`src/sdr_pkg.sv`:
```
// package for the servo disable and emergency retract control block
// assumes a single 250 MHz system clock and an axi4-lite register bus
package sdr_pkg;

    // clock rate and second-scale qualification times
    localparam int unsigned CLK_KHZ = 250_000;
    localparam int unsigned QUAL_MS = 2000;      // supply failure qualification
    localparam int unsigned POR_MS = 1000;       // power-on clamp delay
    localparam logic [31:0] QUAL_CYCLES = 32'(QUAL_MS * CLK_KHZ);
    localparam logic [31:0] POR_CYCLES = 32'(POR_MS * CLK_KHZ);

    // register byte offsets
    localparam logic [7:0] REG_CTRL = 8'h00;
    localparam logic [7:0] REG_STATUS = 8'h04;
    localparam logic [7:0] REG_IRQ_STAT = 8'h08;
    localparam logic [7:0] REG_IRQ_MASK = 8'h0C;

    // control register fields
    localparam int CTRL_SEEK_GO = 0;     // write one: start a seek
    localparam int CTRL_DETENT = 1;      // write one: heads detented on track
    localparam int CTRL_OFFSET_DIR = 2;  // level: high selects reverse offset
    localparam logic [7:0] CTRL_RESET = 8'h00;

    // status register fields
    localparam int ST_VEL_EN = 0;
    localparam int ST_RUN_EN = 1;
    localparam int ST_CLAMP_REL = 2;
    localparam int ST_INHIBIT = 3;
    localparam int ST_RETRACT = 4;
    localparam int ST_LATCH = 5;
    localparam int ST_NEG18_LOST = 6;
    localparam int ST_AMP50_FAIL = 7;

    // interrupt event bits, same layout in status and mask
    localparam int EV_RETRACT = 0;
    localparam int EV_INHIBIT = 1;
    localparam int EV_NEG18_LOST = 2;
    localparam int EV_AMP50_FAIL = 3;
    localparam int EV_UNSAFE = 4;
    localparam int EV_W = 5;
    localparam logic [EV_W-1:0] IRQ_MASK_RESET = 5'h00;

    // axi response codes
    localparam logic [1:0] RESP_OKAY = 2'h0;
    localparam logic [1:0] RESP_SLVERR = 2'h2;

    // pins arriving from switches, supplies, amplifier and controller
    typedef struct packed {
        logic maint_disable;     // maintenance switch in disable position
        logic run_switch;        // start/stop switch at start
        logic sequence_up;       // controller sequence line
        logic seek_enable_cmd;   // seek-enable command from controller
        logic neg18_ok;          // retraction supply present
        logic pos50_ok;          // amplifier positive supply good
        logic neg50_ok;          // amplifier negative supply good
        logic dc_ok;             // all dc operating voltages good
        logic offtrack;          // end-stop switch closed
        logic heads_loaded;      // heads flying over the pack
        logic power_amp_unsafe;  // monitor sees uncontrolled motor current
        logic drive_pos;         // amplifier drive level above positive threshold
        logic drive_neg;         // amplifier drive level below negative threshold
    } sdr_pins_t;

    localparam int PINS_W = $bits(sdr_pins_t);

endpackage : sdr_pkg

```
`src/sdr_servo_ctrl.sv`:
```
// servo mode, motor switch, servo inhibit and emergency retract control
// assumes pins are asynchronous to clk_sys and software uses axi4-lite
//
// The placing of the registers and the AXI4-Lite register port were chosen for this implementation.
`timescale 1ns/10ps

// counts how long a condition has held; restarts whenever it clears
module sdr_qual_timer #(
    parameter logic [31:0] CYCLES = 32'h0000_0010
) (
    input wire logic clk_sys,
    input wire logic reset,
    input wire logic cond,
    output logic done
);
    logic [31:0] count_q;

    always_ff @(posedge clk_sys or posedge reset) begin
        if (reset) begin
            count_q <= 32'h0000_0000;
        end else if (!cond) begin
            count_q <= 32'h0000_0000;
        end else if (count_q != CYCLES) begin
            count_q <= count_q + 32'h0000_0001;
        end
    end

    assign done = cond && (count_q == CYCLES);
endmodule : sdr_qual_timer

module sdr_servo_ctrl #(
    parameter logic [31:0] QUAL_CYCLES = sdr_pkg::QUAL_CYCLES,
    parameter logic [31:0] POR_CYCLES = sdr_pkg::POR_CYCLES
) (
    input wire logic clk_sys,
    input wire logic reset,
    input wire sdr_pkg::sdr_pins_t pins,
    output logic velocity_loop_enable,
    output logic velocity_amp_on,
    output logic ref_ground_sw,
    output logic motor_pos_sw,
    output logic motor_neg_sw,
    output logic servo_inhibit_n,
    output logic emergency_retract,
    output logic retract_relay_energize,
    output logic irq,
    input wire logic [7:0] s_axi_awaddr,
    input wire logic s_axi_awvalid,
    output logic s_axi_awready,
    input wire logic [31:0] s_axi_wdata,
    input wire logic [3:0] s_axi_wstrb,
    input wire logic s_axi_wvalid,
    output logic s_axi_wready,
    output logic [1:0] s_axi_bresp,
    output logic s_axi_bvalid,
    input wire logic s_axi_bready,
    input wire logic [7:0] s_axi_araddr,
    input wire logic s_axi_arvalid,
    output logic s_axi_arready,
    output logic [31:0] s_axi_rdata,
    output logic [1:0] s_axi_rresp,
    output logic s_axi_rvalid,
    input wire logic s_axi_rready
);
    localparam int PW = sdr_pkg::PINS_W;
    localparam int EW = sdr_pkg::EV_W;

    // pin synchroniser, stage one read only by stage two
    logic [PW-1:0] sync1_q;
    logic [PW-1:0] sync2_q;
    logic [PW-1:0] sync3_q;
    logic [PW-1:0] pin_q;
    sdr_pkg::sdr_pins_t p;

    // register and state
    logic [7:0] ctrl_q;
    logic [EW-1:0] irq_stat_q;
    logic [EW-1:0] irq_mask_q;
    logic vel_en_q;
    logic run_en_q;
    logic clamp_rel_q;
    logic latch_q;
    logic retract_q;
    logic inhibit_q;
    logic servo_enabled_q;
    logic pos_sw_q;
    logic neg_sw_q;
    logic relay_q;
    logic ref_sw_q;

    // bus state
    logic aw_have_q;
    logic w_have_q;
    logic [7:0] waddr_q;
    logic [31:0] wdata_q;
    logic [3:0] wstrb_q;
    logic bvalid_q;
    logic [1:0] bresp_q;
    logic rvalid_q;
    logic [31:0] rdata_q;
    logic [1:0] rresp_q;

    // derived conditions
    logic wr_do;
    logic wr_ctrl;
    logic wr_stat;
    logic wr_mask;
    logic seek_go;
    logic detent;
    logic neg18_lost;
    logic amp50_fail;
    logic por_done;
    logic unsafe_now;
    logic latch_set;
    logic latch_clr;
    logic retract_cause;
    logic inhibit_cause;
    logic [EW-1:0] events;
    logic [EW-1:0] rd_ev_prev_q;
    logic [EW-1:0] ev_level;
    logic [31:0] status_word;

    // three-stage synchroniser; a change counts once stages two and three agree
    always_ff @(posedge clk_sys or posedge reset) begin
        if (reset) begin
            sync1_q <= '0;
            sync2_q <= '0;
            sync3_q <= '0;
        end else begin
            sync1_q <= pins;
            sync2_q <= sync1_q;
            sync3_q <= sync2_q;
        end
    end

    // per-bit filter: take the new level only when both late stages agree
    always_ff @(posedge clk_sys or posedge reset) begin
        if (reset) begin
            pin_q <= '0;
        end else begin
            for (int i = 0; i < PW; i++) begin
                if (sync2_q[i] == sync3_q[i]) begin
                    pin_q[i] <= sync3_q[i];
                end
            end
        end
    end

    assign p = pin_q;

    sdr_qual_timer #(.CYCLES(QUAL_CYCLES)) u_neg18 (
        .clk_sys(clk_sys),
        .reset(reset),
        .cond(!p.neg18_ok),
        .done(neg18_lost)
    );

    sdr_qual_timer #(.CYCLES(QUAL_CYCLES)) u_amp50 (
        .clk_sys(clk_sys),
        .reset(reset),
        .cond(!p.pos50_ok || !p.neg50_ok),
        .done(amp50_fail)
    );

    // power-on clamp delay counts from reset release
    sdr_qual_timer #(.CYCLES(POR_CYCLES)) u_por (
        .clk_sys(clk_sys),
        .reset(reset),
        .cond(1'b1),
        .done(por_done)
    );

    // bus write decode
    assign wr_do = aw_have_q && w_have_q && !bvalid_q && wstrb_q[0];
    assign wr_ctrl = wr_do && (waddr_q == sdr_pkg::REG_CTRL);
    assign wr_stat = wr_do && (waddr_q == sdr_pkg::REG_IRQ_STAT);
    assign wr_mask = wr_do && (waddr_q == sdr_pkg::REG_IRQ_MASK);
    assign seek_go = wr_ctrl && wdata_q[sdr_pkg::CTRL_SEEK_GO];
    assign detent = wr_ctrl && wdata_q[sdr_pkg::CTRL_DETENT];

    // control register; command bits are pulses and do not stay stored
    always_ff @(posedge clk_sys or posedge reset) begin
        if (reset) begin
            ctrl_q <= sdr_pkg::CTRL_RESET;
        end else if (wr_ctrl) begin
            ctrl_q <= {5'h00, wdata_q[sdr_pkg::CTRL_OFFSET_DIR], 2'h0};
        end
    end

    // clamp releases after delay only while supply is present
    always_ff @(posedge clk_sys or posedge reset) begin
        if (reset) begin
            clamp_rel_q <= 1'b0;
        end else begin
            clamp_rel_q <= por_done && p.neg18_ok;
        end
    end

    // run enable raised by any seek while the clamp is released
    always_ff @(posedge clk_sys or posedge reset) begin
        if (reset) begin
            run_en_q <= 1'b0;
        end else if (seek_go && clamp_rel_q) begin
            run_en_q <= 1'b1;
        end else if (!clamp_rel_q || p.maint_disable || !p.sequence_up) begin
            run_en_q <= 1'b0;
        end
    end

    // servo under control, used to judge unsafe current
    always_ff @(posedge clk_sys or posedge reset) begin
        if (reset) begin
            servo_enabled_q <= 1'b0;
        end else begin
            servo_enabled_q <= run_en_q && clamp_rel_q && !p.maint_disable;
        end
    end

    assign latch_set = p.offtrack || (p.seek_enable_cmd && !p.heads_loaded);
    assign latch_clr = !p.sequence_up || !p.run_switch || p.maint_disable;

    // retract latch; a set in the clearing cycle wins
    always_ff @(posedge clk_sys or posedge reset) begin
        if (reset) begin
            latch_q <= 1'b0;
        end else if (latch_set) begin
            latch_q <= 1'b1;
        end else if (latch_clr) begin
            latch_q <= 1'b0;
        end
    end

    // unsafe current with servo not enabled
    assign unsafe_now = p.power_amp_unsafe && !servo_enabled_q;
    // any retract cause, amplifier supply qualified
    assign retract_cause = amp50_fail || !p.dc_ok || latch_q || unsafe_now;

    always_ff @(posedge clk_sys or posedge reset) begin
        if (reset) begin
            retract_q <= 1'b0;
        end else begin
            retract_q <= retract_cause;
        end
    end

    assign inhibit_cause = p.maint_disable || (retract_q && !p.maint_disable)
        || neg18_lost || !clamp_rel_q || !run_en_q;

    always_ff @(posedge clk_sys or posedge reset) begin
        if (reset) begin
            inhibit_q <= 1'b1;
        end else begin
            inhibit_q <= inhibit_cause;
        end
    end

    // velocity loop enable: seek start raises, detent drops
    always_ff @(posedge clk_sys or posedge reset) begin
        if (reset) begin
            vel_en_q <= 1'b0;
        end else if (seek_go && clamp_rel_q) begin
            vel_en_q <= 1'b1;
        end else if (detent || retract_q || inhibit_cause) begin
            vel_en_q <= 1'b0;
        end
    end

    // motor switches exclusive, off while inhibited or retracting
    always_ff @(posedge clk_sys or posedge reset) begin
        if (reset) begin
            pos_sw_q <= 1'b0;
            neg_sw_q <= 1'b0;
        end else begin
            pos_sw_q <= p.drive_pos && !p.drive_neg && !inhibit_cause && !retract_cause;
            neg_sw_q <= p.drive_neg && !p.drive_pos && !inhibit_cause && !retract_cause;
        end
    end

    // relay drops out during retract; grounding switch follows offset
    always_ff @(posedge clk_sys or posedge reset) begin
        if (reset) begin
            relay_q <= 1'b0;
            ref_sw_q <= 1'b0;
        end else begin
            relay_q <= !retract_cause;
            ref_sw_q <= ctrl_q[sdr_pkg::CTRL_OFFSET_DIR];
        end
    end

    assign velocity_loop_enable = vel_en_q;
    assign velocity_amp_on = vel_en_q && !inhibit_q;
    assign ref_ground_sw = ref_sw_q;
    assign motor_pos_sw = pos_sw_q;
    assign motor_neg_sw = neg_sw_q;
    assign servo_inhibit_n = !inhibit_q;
    assign emergency_retract = retract_q;
    assign retract_relay_energize = relay_q;

    // event levels; rising edges set sticky bits
    assign ev_level = {unsafe_now, amp50_fail, neg18_lost, inhibit_q, retract_q};
    assign events = ev_level & ~rd_ev_prev_q;

    always_ff @(posedge clk_sys or posedge reset) begin
        if (reset) begin
            rd_ev_prev_q <= '0;
        end else begin
            rd_ev_prev_q <= ev_level;
        end
    end

    // sticky status, write one to clear, new event wins over clear
    always_ff @(posedge clk_sys or posedge reset) begin
        if (reset) begin
            irq_stat_q <= '0;
        end else if (wr_stat) begin
            irq_stat_q <= (irq_stat_q & ~wdata_q[EW-1:0]) | events;
        end else begin
            irq_stat_q <= irq_stat_q | events;
        end
    end

    always_ff @(posedge clk_sys or posedge reset) begin
        if (reset) begin
            irq_mask_q <= sdr_pkg::IRQ_MASK_RESET;
        end else if (wr_mask) begin
            irq_mask_q <= wdata_q[EW-1:0];
        end
    end

    assign irq = |(irq_stat_q & irq_mask_q);

    // live state for the status register
    always_comb begin
        status_word = 32'h0000_0000;
        status_word[sdr_pkg::ST_VEL_EN] = vel_en_q;
        status_word[sdr_pkg::ST_RUN_EN] = run_en_q;
        status_word[sdr_pkg::ST_CLAMP_REL] = clamp_rel_q;
        status_word[sdr_pkg::ST_INHIBIT] = inhibit_q;
        status_word[sdr_pkg::ST_RETRACT] = retract_q;
        status_word[sdr_pkg::ST_LATCH] = latch_q;
        status_word[sdr_pkg::ST_NEG18_LOST] = neg18_lost;
        status_word[sdr_pkg::ST_AMP50_FAIL] = amp50_fail;
    end

    // write channels: address and data taken in either order
    always_ff @(posedge clk_sys or posedge reset) begin
        if (reset) begin
            aw_have_q <= 1'b0;
            w_have_q <= 1'b0;
            waddr_q <= 8'h00;
            wdata_q <= 32'h0000_0000;
            wstrb_q <= 4'h0;
        end else begin
            if (s_axi_awvalid && s_axi_awready) begin
                aw_have_q <= 1'b1;
                waddr_q <= s_axi_awaddr;
            end else if (bvalid_q && s_axi_bready) begin
                aw_have_q <= 1'b0;
            end
            if (s_axi_wvalid && s_axi_wready) begin
                w_have_q <= 1'b1;
                wdata_q <= s_axi_wdata;
                wstrb_q <= s_axi_wstrb;
            end else if (bvalid_q && s_axi_bready) begin
                w_have_q <= 1'b0;
            end
        end
    end

    assign s_axi_awready = !aw_have_q;
    assign s_axi_wready = !w_have_q;

    // write response once both halves are held
    always_ff @(posedge clk_sys or posedge reset) begin
        if (reset) begin
            bvalid_q <= 1'b0;
            bresp_q <= sdr_pkg::RESP_OKAY;
        end else if (aw_have_q && w_have_q && !bvalid_q) begin
            bvalid_q <= 1'b1;
            bresp_q <= (waddr_q == sdr_pkg::REG_CTRL || waddr_q == sdr_pkg::REG_STATUS
                || waddr_q == sdr_pkg::REG_IRQ_STAT || waddr_q == sdr_pkg::REG_IRQ_MASK)
                ? sdr_pkg::RESP_OKAY : sdr_pkg::RESP_SLVERR;
        end else if (s_axi_bready) begin
            bvalid_q <= 1'b0;
        end
    end

    assign s_axi_bvalid = bvalid_q;
    assign s_axi_bresp = bresp_q;

    // read channel: data one cycle after the address is taken
    always_ff @(posedge clk_sys or posedge reset) begin
        if (reset) begin
            rvalid_q <= 1'b0;
            rdata_q <= 32'h0000_0000;
            rresp_q <= sdr_pkg::RESP_OKAY;
        end else if (s_axi_arvalid && s_axi_arready) begin
            rvalid_q <= 1'b1;
            rresp_q <= sdr_pkg::RESP_OKAY;
            unique case (s_axi_araddr)
                sdr_pkg::REG_CTRL: rdata_q <= {24'h000000, ctrl_q};
                sdr_pkg::REG_STATUS: rdata_q <= status_word;
                sdr_pkg::REG_IRQ_STAT: rdata_q <= {27'h0, irq_stat_q};
                sdr_pkg::REG_IRQ_MASK: rdata_q <= {27'h0, irq_mask_q};
                default: begin
                    rdata_q <= 32'h0000_0000;
                    rresp_q <= sdr_pkg::RESP_SLVERR;
                end
            endcase
        end else if (s_axi_rready) begin
            rvalid_q <= 1'b0;
        end
    end

    assign s_axi_arready = !rvalid_q;
    assign s_axi_rvalid = rvalid_q;
    assign s_axi_rdata = rdata_q;
    assign s_axi_rresp = rresp_q;

endmodule : sdr_servo_ctrl

```
`config.mk`:
```
export PLATFORM = sky130hd
export DESIGN_NAME = sdr_servo_ctrl
export DESIGN_NICKNAME = d
export VERILOG_FILES = /design/src/sdr_pkg.sv /design/src/sdr_servo_ctrl.sv
export SDC_FILE = /design/constraint.sdc
export NUM_CORES = 1
export LEC_CHECK = 0
export ABC_AREA = 1
export BUFFER_PORTS_ARGS = -buffer_cell sky130_fd_sc_hd__buf_2
export CAP_MARGIN = 20
export CORE_UTILIZATION = 40
export DETAILED_ROUTE_END_ITERATION = 10
export HOLD_SLACK_MARGIN = 0.08
export PLACE_DENSITY = 0.6
export SLEW_MARGIN = 20
export SYNTH_ARGS = -nofsm -noshare
export SYNTH_HDL_FRONTEND = slang
export SYNTH_SLANG_ARGS = --single-unit
```
`constraint.sdc`:
```
create_clock -name clk_sys -period 14 [get_ports clk_sys]
set_input_delay 4.2 -clock clk_sys [delete_from_list [all_inputs] [get_ports clk_sys]]
set_output_delay 4.2 -clock clk_sys [all_outputs]
set_load 0.05 [all_outputs]
```
==> metrics.md, run 1 <==
| Metric | Value |
|---|---|
| Maximum root-to-sink buffer count | `3` |
| PwrDens | `133.3 nW/µm²` |
| Max incr delay on CP | `0.40 ns` |
| Port Buf Inserts | `65` |
| Drt wl/cell | `12.98 µm` |
| Vias | `6926` |
| Crit path max-delay family | `flip-flops` |
| Hold Path Class | `reg2reg` |
| R2R setup slack | `12.05 ns` |
| FFs w/ async S/R, synth | `100.0%` |
| HPWL after DPL | `13.48 mm` |
| XOR/XNOR Fraction of Synth Area | `3.294%` |
| Final #Nets | `1231` |
| Worst setup margin | `8.200 ns` |
| Hold-critical path depth | `0` |
| Required time of the critical path | `9.80 ns` |
| Die ar. | `23880 µm²` |
| Top Ports | `122` |
| Sequential-to-total area share from yosys stat | `54.61%` |
| Reg2reg path depth | `4` |
| Post-Syn Area | `9305 µm²` |
| Startpoint Class | `flip-flop` |
| Vias in the first global route | `6722` |
| Distinct cells, synth | `41` |
| Post-layout utilization of the core | `46.71%` |
| Die height | `154.5 µm` |
| DRT Pass-1 Iters | `8` |
| Mux cell area share after synthesis | `0.6051%` |
| Cells after Synth | `1072` |
| Worst-Margin Slew | `0.9176 ns` |
| Pins Over Slew Limit | `0` |
| Die W | `154.5 µm` |
| Endpoints failing hold | `0` |
| Crit path max-delay cell type | `dfrtp_1` |
| Final ANT Viol Nets | `0` |
| Vias per cell | `4.767` |
| Initial antenna violation count | `0` |
| Adder-Cell Fraction of Synth Area | `2.205%` |
| Critical path buffers and inverters | `1` |
| Fmax | `172.4 MHz` |
| Post-placement setup slack | `7.975 ns` |
| Peak VDD IR | `80.79 µV` |
| Yosys warning total | `0` |
| Critical path class | `reg2out` |
| Maxcap violations | `0` |
| Leak | `4.995 nW` |
| RR Startpoint | `p[7]` |
| Core Region | `22710 µm²` |
| Fin crit share | `41.43%` |
| Clock Latency Late Sink | `0.50 ns` |
| Global-route wire length before repair | `32.31 mm` |
| Clk sinks | `203` |
| CP dominant cell by count | `nand2_1` |
| H-Tree Depth | `1` |
| Crit path DAT | `1.60 ns` |
| Avg Inst Size Synth | `8.680 µm²` |
| Final wirelength | `18.87 mm` |
| Share of layout cells above drive strength 1 | `12.33%` |
| Number of synthesized flops with an enable pin | `0` |
| Final setup viols | `0` |
| CTS tree | `done` |
| Crit. End Element | `output pin` |
| GPL Wtd Cong | `0.8026` |
| Pin count of the biggest net entering global routing | `129` |
| RSZ-0062 raised after global routing | `no` |
| Compound-Gate Fraction of Synth Area | `6.589%` |
| Setup repair bufs after CTS | `0` |
| DRC Markers | `0` |
| Hold buffer count at cts | `0` |
| Crit path cell chain | `nand2_1 > nand2_1 > a221oi_1 > nand2_1 > buf_2` |
| Largest family of logic cells by synthesized area | `simple AND/OR/NAND/NOR gates` |
| Crit path time final | `5.800 ns` |
| Flops & latches, synth | `203` |
| Post-synthesis simple-gate area fraction | `25.09%` |
| Post-route cell area | `10610 µm²` |
| Final hold slack | `0.3450 ns` |
| Area delta synth->final | `13.98%` |
| DRT iter0 DRCs | `323` |
| Crit Reg-Reg Endpoint | `motor_pos_sw` |
| Clk_skew | `0.01230 ns` |
| Top FF cell, synth | `dfrtp_1` |
| Post-cts resize count | `0` |
| Slew margin rel. | `38.83%` |
| Status | `finished clean` |
| Total gr overflow | `0` |
| Cts bufs inserted | `23` |
| Clk root buf | `clkbuf_16` |
| Reg clk slew, reported paths | `0.06 ns` |
| Crit path max fanout | `3` |
| Placed cell area | `9868 µm²` |
| Setup tns final | `0 ns` |
| Diode count | `0` |
| Hold path endpoint | `sync2_q[7]` |
| Total GRT Usage | `16.42%` |
| Starting Density | `40.98%` |
| Hold path start | `sync1_q[7]` |
| Site Rows | `55` |
-- kinds of logic after synthesis --
group | count (synthesis)
and+or+nand+nor | 529
DFF | 203
buffers and inverters | 161
AOI/OAI and AO/OA | 119
xor gates and xnor gates | 35
adders and majority gates | 19
muxes | 5
other | 1
-- power breakdown --
group | leakage, nW | internal, mW | total (mW) | switching, mW
clock | 0.367 | 0.359 | 0.587 | 0.228
combinational | 2.03 | 0.0452 | 0.165 | 0.120
sequential | 2.60 | 0.633 | 0.662 | 0.0288
total | 4.99 | 1.04 | 1.41 | 0.377
-- layer usage --
| layer | up-vias | global-route usage, % | share of wire [%] |
|---|---|---|---|
| met3 | 33 | 2.410 | 3.3 |
| met1 | 3235 | 23.28 | 49 |
| met5 | - | 0 | 0 |
| li1 | 3548 | - | - |
| met4 | 0 | 4.620 | 2.3 |
| met2 | 110 | 26.18 | 45 |
-- metrics by stage --
step / instances / total power [mW]
2_1_floorplan: 1097 / 0.7999
3_3_place_gp: 1413 / 0.8346
3_5_place_dp: 1413 / 0.8395
4_1_cts: 1453 / 1.436
5_1_grt: 1453 / 1.482
6_report: 1453 / 1.414
-- worst reg2reg max path: stages, from the launching register on --
cell,delay (ns)
dfrtp_1,0.35
nand2_1,0.50
nand3_1,0.42
nand2_1,0.16
nor3_1,0.38
-- worst max path at each step --
stage / from / endpoint / slack (ns) / depth (start not counted)
floorplan: reset / aw_have_q / 4.26 / 1
global placement: reset / u_amp50.count_q[31] / 7.96 / 3
detailed placement: reset / sync1_q[9] / 7.98 / 3
CTS: irq_mask_q[0] / irq / 8.18 / 5
global route: irq_mask_q[0] / irq / 8.13 / 5
finish: irq_mask_q[0] / irq / 8.20 / 5
-- final cells by class --
class | instances | area (µm²)
multi-input combinational | 733 | 3613
fill | 2219 | 12100
inverter | 125 | 476.7
clock buffer | 33 | 653.1
tap | 285 | 356.6
timing repair buffer | 67 | 340.3
sequential | 203 | 5081
clock inverter | 7 | 85.08
-- cell usage after synthesis (7+ instances only) --
library cell | number | area, µm²
a21oi_1 | 49 | 245.2
nor3_1 | 31 | 155.2
dfrtp_1 | 202 | 5055
o21ai_0 | 47 | 235.2
nand4_1 | 15 | 93.84
inv_2 | 7 | 26.28
o21ai_1 | 17 | 85.08
xnor2_1 | 11 | 96.34
nand3_1 | 56 | 280.3
maj3_1 | 13 | 130.1
xor2_1 | 24 | 210.2
buf_4 | 26 | 195.2
inv_1 | 113 | 424.2
nand2_1 | 230 | 863.3
nor2_1 | 157 | 589.3
-- placed cells by master, fill, tap and decap left out, types with 2 or more instances in the layout --
cell       count
nand2_1      230
dfrtp_1      202
nor2_1       157
inv_1        112
buf_2         65
nand3_1       56
a21oi_1       49
o21ai_0       47
nor3_1        31
conb_1        26
xor2_1        24
clkbuf_16     23
o21ai_1       17
nand4_1       15
maj3_1        13
xnor2_1       11
inv_2          7
nor2_4         6
nand3_2        6
ha_1           6
clkbuf_1       6
nor3_2         5
clkinv_1       5
mux2_2         5
clkinv_2       5
nand2_2        4
clkbuf_8       4
and3_1         3
nor2_2         3
nor4_1         3
nand3b_1       2
o31ai_1        2
nor3b_1        2
or2_2          2
nor3_4         2
bufinv_16      2
buf_4          2
-- flip-flops by register name, indices dropped and copies added (netlist names), 5 cells and up --
signal	cells
irq_mask_q	5
irq_stat_q	5
p	13
rd_ev_prev_q	5
s_axi_rdata	8
sync1_q	13
sync2_q	13
sync3_q	13
u_amp50.count_q	32
u_neg18.count_q	32
u_por.count_q	32
waddr_q	8
wdata_q	5
Power figures use the tool's default switching activity.
==> run 2, diff against run 1 <==
--- a/config.mk
+++ b/config.mk
@@ -5,7 +5,7 @@
 export SDC_FILE = /design/constraint.sdc
 export NUM_CORES = 1
 export LEC_CHECK = 0
-export ABC_AREA = 1
+export ABC_AREA = 0
 export BUFFER_PORTS_ARGS = -buffer_cell sky130_fd_sc_hd__buf_2
 export CAP_MARGIN = 20
 export CORE_UTILIZATION = 40
==> constraint.sdc (replaced) <==
create_clock -name clk_sys -period 5.6 [get_ports clk_sys]
set_input_delay 1.68 -clock clk_sys [delete_from_list [all_inputs] [get_ports clk_sys]]
set_output_delay 1.68 -clock clk_sys [all_outputs]
set_load 0.05 [all_outputs]
==> metrics.md, run 2 <==
| Metric | Value |
|---|---|
| Post-cts resize count | `0` |
| Total GRT Usage | `15.02%` |
| Critical path class | `reg2out` |
| Post-Syn Area | `8761 µm²` |
| Crit. End Element | `output pin` |
| Setup tns final | `0 ns` |
| Placed cells | `1093` |
| Fin crit share | `58.36%` |
| Clk root buf | `clkbuf_16` |
| Top flop regs | `u_amp50.count_q (32), u_neg18.count_q (32), u_por.count_q (32)` |
| Status | `finished clean` |
| Startpoint Class | `flip-flop` |
| Avg Inst Size Synth | `11.35 µm²` |
| Final ANT Viol Nets | `0` |
| Diode count | `0` |
| Share of layout cells above drive strength 1 | `16.92%` |
| Final wirelength | `15.96 mm` |
| Pin count of the biggest net entering global routing | `133` |
| Required time of the critical path | `3.92 ns` |
| Yosys warning total | `0` |
| Die height | `150.0 µm` |
| Crit path time final | `3.268 ns` |
| Slew margin rel. | `39.30%` |
| Synth top area share | `57.70%` |
| DRT iter0 DRCs | `253` |
| Distinct cells, synth | `54` |
| Reg clk slew, reported paths | `0.06 ns` |
| FFs w/ async S/R, synth | `100.0%` |
| Crit path max-delay cell type | `dfrtp_1` |
| Worst-Margin Slew | `0.9104 ns` |
| Total gr overflow | `0` |
| Site Rows | `53` |
| Vias | `5650` |
| Port Buf Inserts | `65` |
| HPWL after DPL | `10.59 mm` |
| Fmax | `306.0 MHz` |
| Initial antenna violation count | `0` |
| Drt wl/cell | `14.09 µm` |
| Sequential-to-total area share from yosys stat | `58.00%` |
| Most frequent cells in the layout | `202 x dfrtp_1, 69 x nor2_1, 65 x buf_2, 61 x xnor2_1, 50 x nand2_1` |
| Pins Over Slew Limit | `0` |
| GPL Wtd Cong | `0.7855` |
| Hold Path Class | `reg2reg` |
| Fillers | `1996` |
| Peak VDD IR | `214.5 µV` |
| Maximum root-to-sink buffer count | `3` |
| Synth cell count leaders | `202 x dfrtp_1, 69 x nor2_1, 61 x xnor2_1` |
| Top cells by area, synth | `dfrtp_1 58%, xnor2_1 6.1%, nor2_1 3.0%` |
| Clk sinks | `203` |
| Post-placement setup slack | `2.578 ns` |
| Worst setup margin | `2.332 ns` |
| Maxcap violations | `0` |
| Crit path DAT | `1.59 ns` |
| Clock Latency Late Sink | `0.50 ns` |
| Top Ports | `122` |
| Yosys top cell by area | `dfrtp_1` |
| Cts bufs inserted | `23` |
| Die ar. | `22500 µm²` |
| H-Tree Depth | `1` |
| Top-count cell post-synth | `dfrtp_1` |
| Vias per cell | `4.991` |
| DRC Markers | `0` |
| Clk_skew | `0.02072 ns` |
| RSZ-0062 raised after global routing | `no` |
| Core Region | `21220 µm²` |
| Final setup viols | `0` |
| Vias in the first global route | `5562` |
| Commonest non-fill, non-tap cell in the layout | `dfrtp_1` |
| Critical path buffers and inverters | `1` |
| Crit path max-delay family | `flip-flops` |
| Setup repair bufs after CTS | `0` |
| Final #Nets | `921` |
| Top FF cell, synth | `dfrtp_1` |
| CTS tree | `done` |
| Area delta synth->final | `14.64%` |
| Die W | `150.0 µm` |
| Hold buffer count at cts | `0` |
| Crit path max fanout | `3` |
| PwrDens | `355.9 nW/µm²` |
| DRT Pass-1 Iters | `4` |
| Cells after Synth | `772` |
| Flops & latches, synth | `203` |
| Crit path cell chain | `a222oi_1 > nand2_1 > buf_2` |
| Global-route wire length before repair | `27.42 mm` |
| Fin cells | `1132` |
| Max incr delay on CP | `0.40 ns` |
| Leak | `4.455 nW` |
| Number of synthesized flops with an enable pin | `0` |
| Starting Density | `41.29%` |
| Endpoints failing hold | `0` |
## run 2: final timing paths
path                                     from                    to  slack, ns  depth (start not counted)
setup / recovery                irq_stat_q[4]                   irq       2.33                          3
hold / removal                     sync1_q[1]            sync2_q[1]       0.35                          0
max in group asynchronous               reset   u_neg18.count_q[16]       3.48                          3
min in group asynchronous               reset     u_por.count_q[28]       1.39                          3
hold reg to reg                    sync1_q[1]            sync2_q[1]       0.35                          0
setup reg to reg           u_neg18.count_q[0]  velocity_loop_enable       3.25                          7
## run 2: where the power goes
part | switching (mW) | leakage, nW | total, mW | internal (mW)
sequential | 0.116 | 2.60 | 1.70 | 1.59
combinational | 0.245 | 1.47 | 0.391 | 0.146
clock | 0.562 | 0.378 | 1.48 | 0.918
## run 2: layout make-up
type                    instances  area, µm²  area share (%)
flip-flops and latches        203       5081           50.59
repair buffers                 68      360.3           3.588
multi-input cells             516       3383           33.69
inverters                      31      120.1           1.196
well taps                     275      344.1           3.426
clock buffers                  32      669.4           6.665
clock inverters                 7      85.08          0.8471
## run 2: kinds of logic after synthesis
family | share of synthesized area, %
xor gates and xnor gates | 8.098
adders and majority gates | 2.342
AOI/OAI and AO/OA | 3.499
and+or+nand+nor | 19.54
other | 0.04280
muxes | 4.013
buffers and inverters | 4.470
DFF | 58.00
## run 2: layer usage
metal,vias to the layer above,part of all wire [%],routed length (µm),GRT usage [%]
met3,26,3.7,591,2.622
li1,2785,-,-,-
met5,-,0,0,0
met2,77,45,7167,23.56
met1,2762,50,7921,21.20
met4,0,1.7,274,4.444
## run 2: per-stage QoR
step | power, mW | utilization [%] | area (µm²) | hold slack (ns)
after floorplan | 2.031 | - | 8859 | 0.3312
after global placement | 2.117 | 43.77 | 9288 | 0.3328
after detailed placement | 2.126 | 43.77 | 9288 | 0.3347
after CTS | 3.634 | 47.32 | 10040 | 0.3475
after global routing | 3.743 | 47.33 | 10040 | 0.3497
final | 3.575 | 47.33 | 10040 | 0.3457
==> run 3, diff against run 2 <==
--- a/config.mk
+++ b/config.mk
@@ -11,7 +11,7 @@
 export CORE_UTILIZATION = 40
 export DETAILED_ROUTE_END_ITERATION = 10
 export HOLD_SLACK_MARGIN = 0.08
-export PLACE_DENSITY = 0.6
+export PLACE_DENSITY = 0.62
 export SLEW_MARGIN = 20
 export SYNTH_ARGS = -nofsm -noshare
 export SYNTH_HDL_FRONTEND = slang
==> constraint.sdc (replaced) <==
create_clock -name clk_sys -period 2.75 [get_ports clk_sys]
set_input_delay 0.825 -clock clk_sys [delete_from_list [all_inputs] [get_ports clk_sys]]
set_output_delay 0.825 -clock clk_sys [all_outputs]
set_load 0.05 [all_outputs]
==> metrics.md, run 3 (same netlist as run 2, synthesis figures left out) <==
| Metric | Value |
|---|---|
| Status | `finished clean` |
| Setup repair bufs after CTS | `0` |
| Area delta synth->final | `15.75%` |
| Clk_skew | `0.01751 ns` |
| Fmax | `411.2 MHz` |
| Max incr delay on CP | `0.40 ns` |
| Worst-Margin Slew | `0.7073 ns` |
| Starting Density | `41.29%` |
| Maxcap violations | `0` |
| Vias per cell | `5.011` |
| Final ANT Viol Nets | `0` |
| HPWL after DPL | `11.29 mm` |
| Vias in the first global route | `5575` |
| Share of layout cells above drive strength 1 | `17.95%` |
| Top Ports | `122` |
| DRT Pass-1 Iters | `4` |
| DRT iter0 DRCs | `309` |
| Vias | `5733` |
| Total gr overflow | `0` |
| Crit path max-delay cell type | `dfrtp_1` |
| Hold buffer count at cts | `0` |
| RSZ-0062 raised after global routing | `no` |
| Commonest non-fill, non-tap cell in the layout | `dfrtp_1` |
| Cts bufs inserted | `22` |
| Die ar. | `22500 µm²` |
| Initial antenna violation count | `1` |
| Leak | `4.492 nW` |
| DRC Markers | `0` |
| Reg clk slew, reported paths | `0.06 ns` |
| Crit path time final | `2.432 ns` |
| Final #Nets | `931` |
| Most frequent cells in the layout | `202 x dfrtp_1, 69 x nor2_1, 65 x buf_2, 61 x xnor2_1, 50 x nand2_1` |
| Core Region | `21220 µm²` |
| Pins Over Slew Limit | `0` |
| Setup tns final | `0 ns` |
| Critical path class | `reg2out` |
| Final setup viols | `0` |
| Endpoints failing hold | `0` |
| Die W | `150.0 µm` |
| Maximum root-to-sink buffer count | `3` |
| Crit. End Element | `output pin` |
| Port Buf Inserts | `65` |
| Clk root buf | `clkbuf_16` |
| Overall power | `7.273 mW` |
| H-Tree Depth | `1` |
| Final hold slack | `0.3447 ns` |
| Hold Path Class | `reg2reg` |
| Slew margin rel. | `52.75%` |
| Clock Latency Late Sink | `0.50 ns` |
| Crit path max fanout | `3` |
| Pin count of the biggest net entering global routing | `50` |
| GPL Wtd Cong | `0.7725` |
| Final wirelength | `16.63 mm` |
| Crit path cell chain | `a222oi_1 > nand2_1 > buf_2` |
| Crit path DAT | `1.61 ns` |
| Total GRT Usage | `15.78%` |
| Site Rows | `53` |
| Required time of the critical path | `1.93 ns` |
| CTS tree | `done` |
| Peak VDD IR | `395.8 µV` |
| Startpoint Class | `flip-flop` |
| PwrDens | `717.2 nW/µm²` |
| Diode count | `0` |
| Global-route wire length before repair | `28.63 mm` |
| Fin crit share | `88.43%` |
| Drt wl/cell | `14.54 µm` |
| Post-cts resize count | `0` |
| Clk sinks | `203` |
| Die height | `150.0 µm` |
| Top flop regs | `u_amp50.count_q (32), u_neg18.count_q (32), u_por.count_q (32)` |
[run 3: cell types whose count changed in the layout (fill, tap and decap cells not counted), moves of 2 or more]
| cell | previous run | this run |
|---|---|---|
| clkinvlp_4 | 1 | 5 |
| buf_4 | 2 | 11 |
| clkinv_4 | 0 | 2 |
| clkinv_2 | 5 | 3 |
| buf_12 | 1 | 3 |
| clkbuf_8 | 6 | 2 |
[run 3: layout make-up]
class | count | area (µm²)
timing repair buffer | 79 | 467.9
multi-input combinational | 516 | 3382
tap | 275 | 344.1
clock buffer | 28 | 614.3
clock inverter | 12 | 131.4
inverter | 31 | 120.1
fill | 1977 | 11080
sequential | 203 | 5081
[run 3: report_power, final]
group          switching, mW  total [mW]  internal, mW  leakage (nW)
registers              0.238        3.47          3.23          2.60
clock network           1.21        2.99          1.78         0.355
logic                  0.505       0.815         0.310          1.53
total                   1.95        7.27          5.32          4.49
[run 3: worst max-delay path, delay by kind of cell, from the launching register on]
kind / cells / cell delay (ns)
flops: 1 / 0.40
compound gates: 1 / 0.37
buf+inv: 1 / 0.23
simple gates: 1 / 0.10
[run 3: final timing paths]
kind | cells past startpoint | from | end | slack, ns
worst max-delay path | 3 | irq_stat_q[4] | irq | 0.32
worst min-delay path | 0 | sync1_q[4] | sync2_q[4] | 0.34
worst max register to register | 5 | waddr_q[0] | irq_stat_q[2] | 0.59
worst min register to register | 0 | sync1_q[4] | sync2_q[4] | 0.34
max in group asynchronous | 3 | reset | inhibit_q | 1.70
min in group asynchronous | 2 | reset | u_por.count_q[19] | 0.39
[run 3: layer usage]
layer	routed length [µm]	vias to the layer above	global-route usage, %
met1	8318	2820	23.71
li1	-	2802	-
met2	7358	89	23.61
met5	0	-	0
met4	295	0	3.889
met3	661	22	2.591
[run 3: stage by stage]
step	setup WS [ns]	utilization, %	cell area [µm²]	instances
after floorplan	-0.7045	-	8859	797
after global placement	0.5953	44.27	9395	1104
after detailed placement	0.5972	44.27	9395	1104
after CTS	0.2918	47.79	10140	1144
after global routing	0.2426	47.79	10140	1144
final	0.3182	47.79	10140	1144
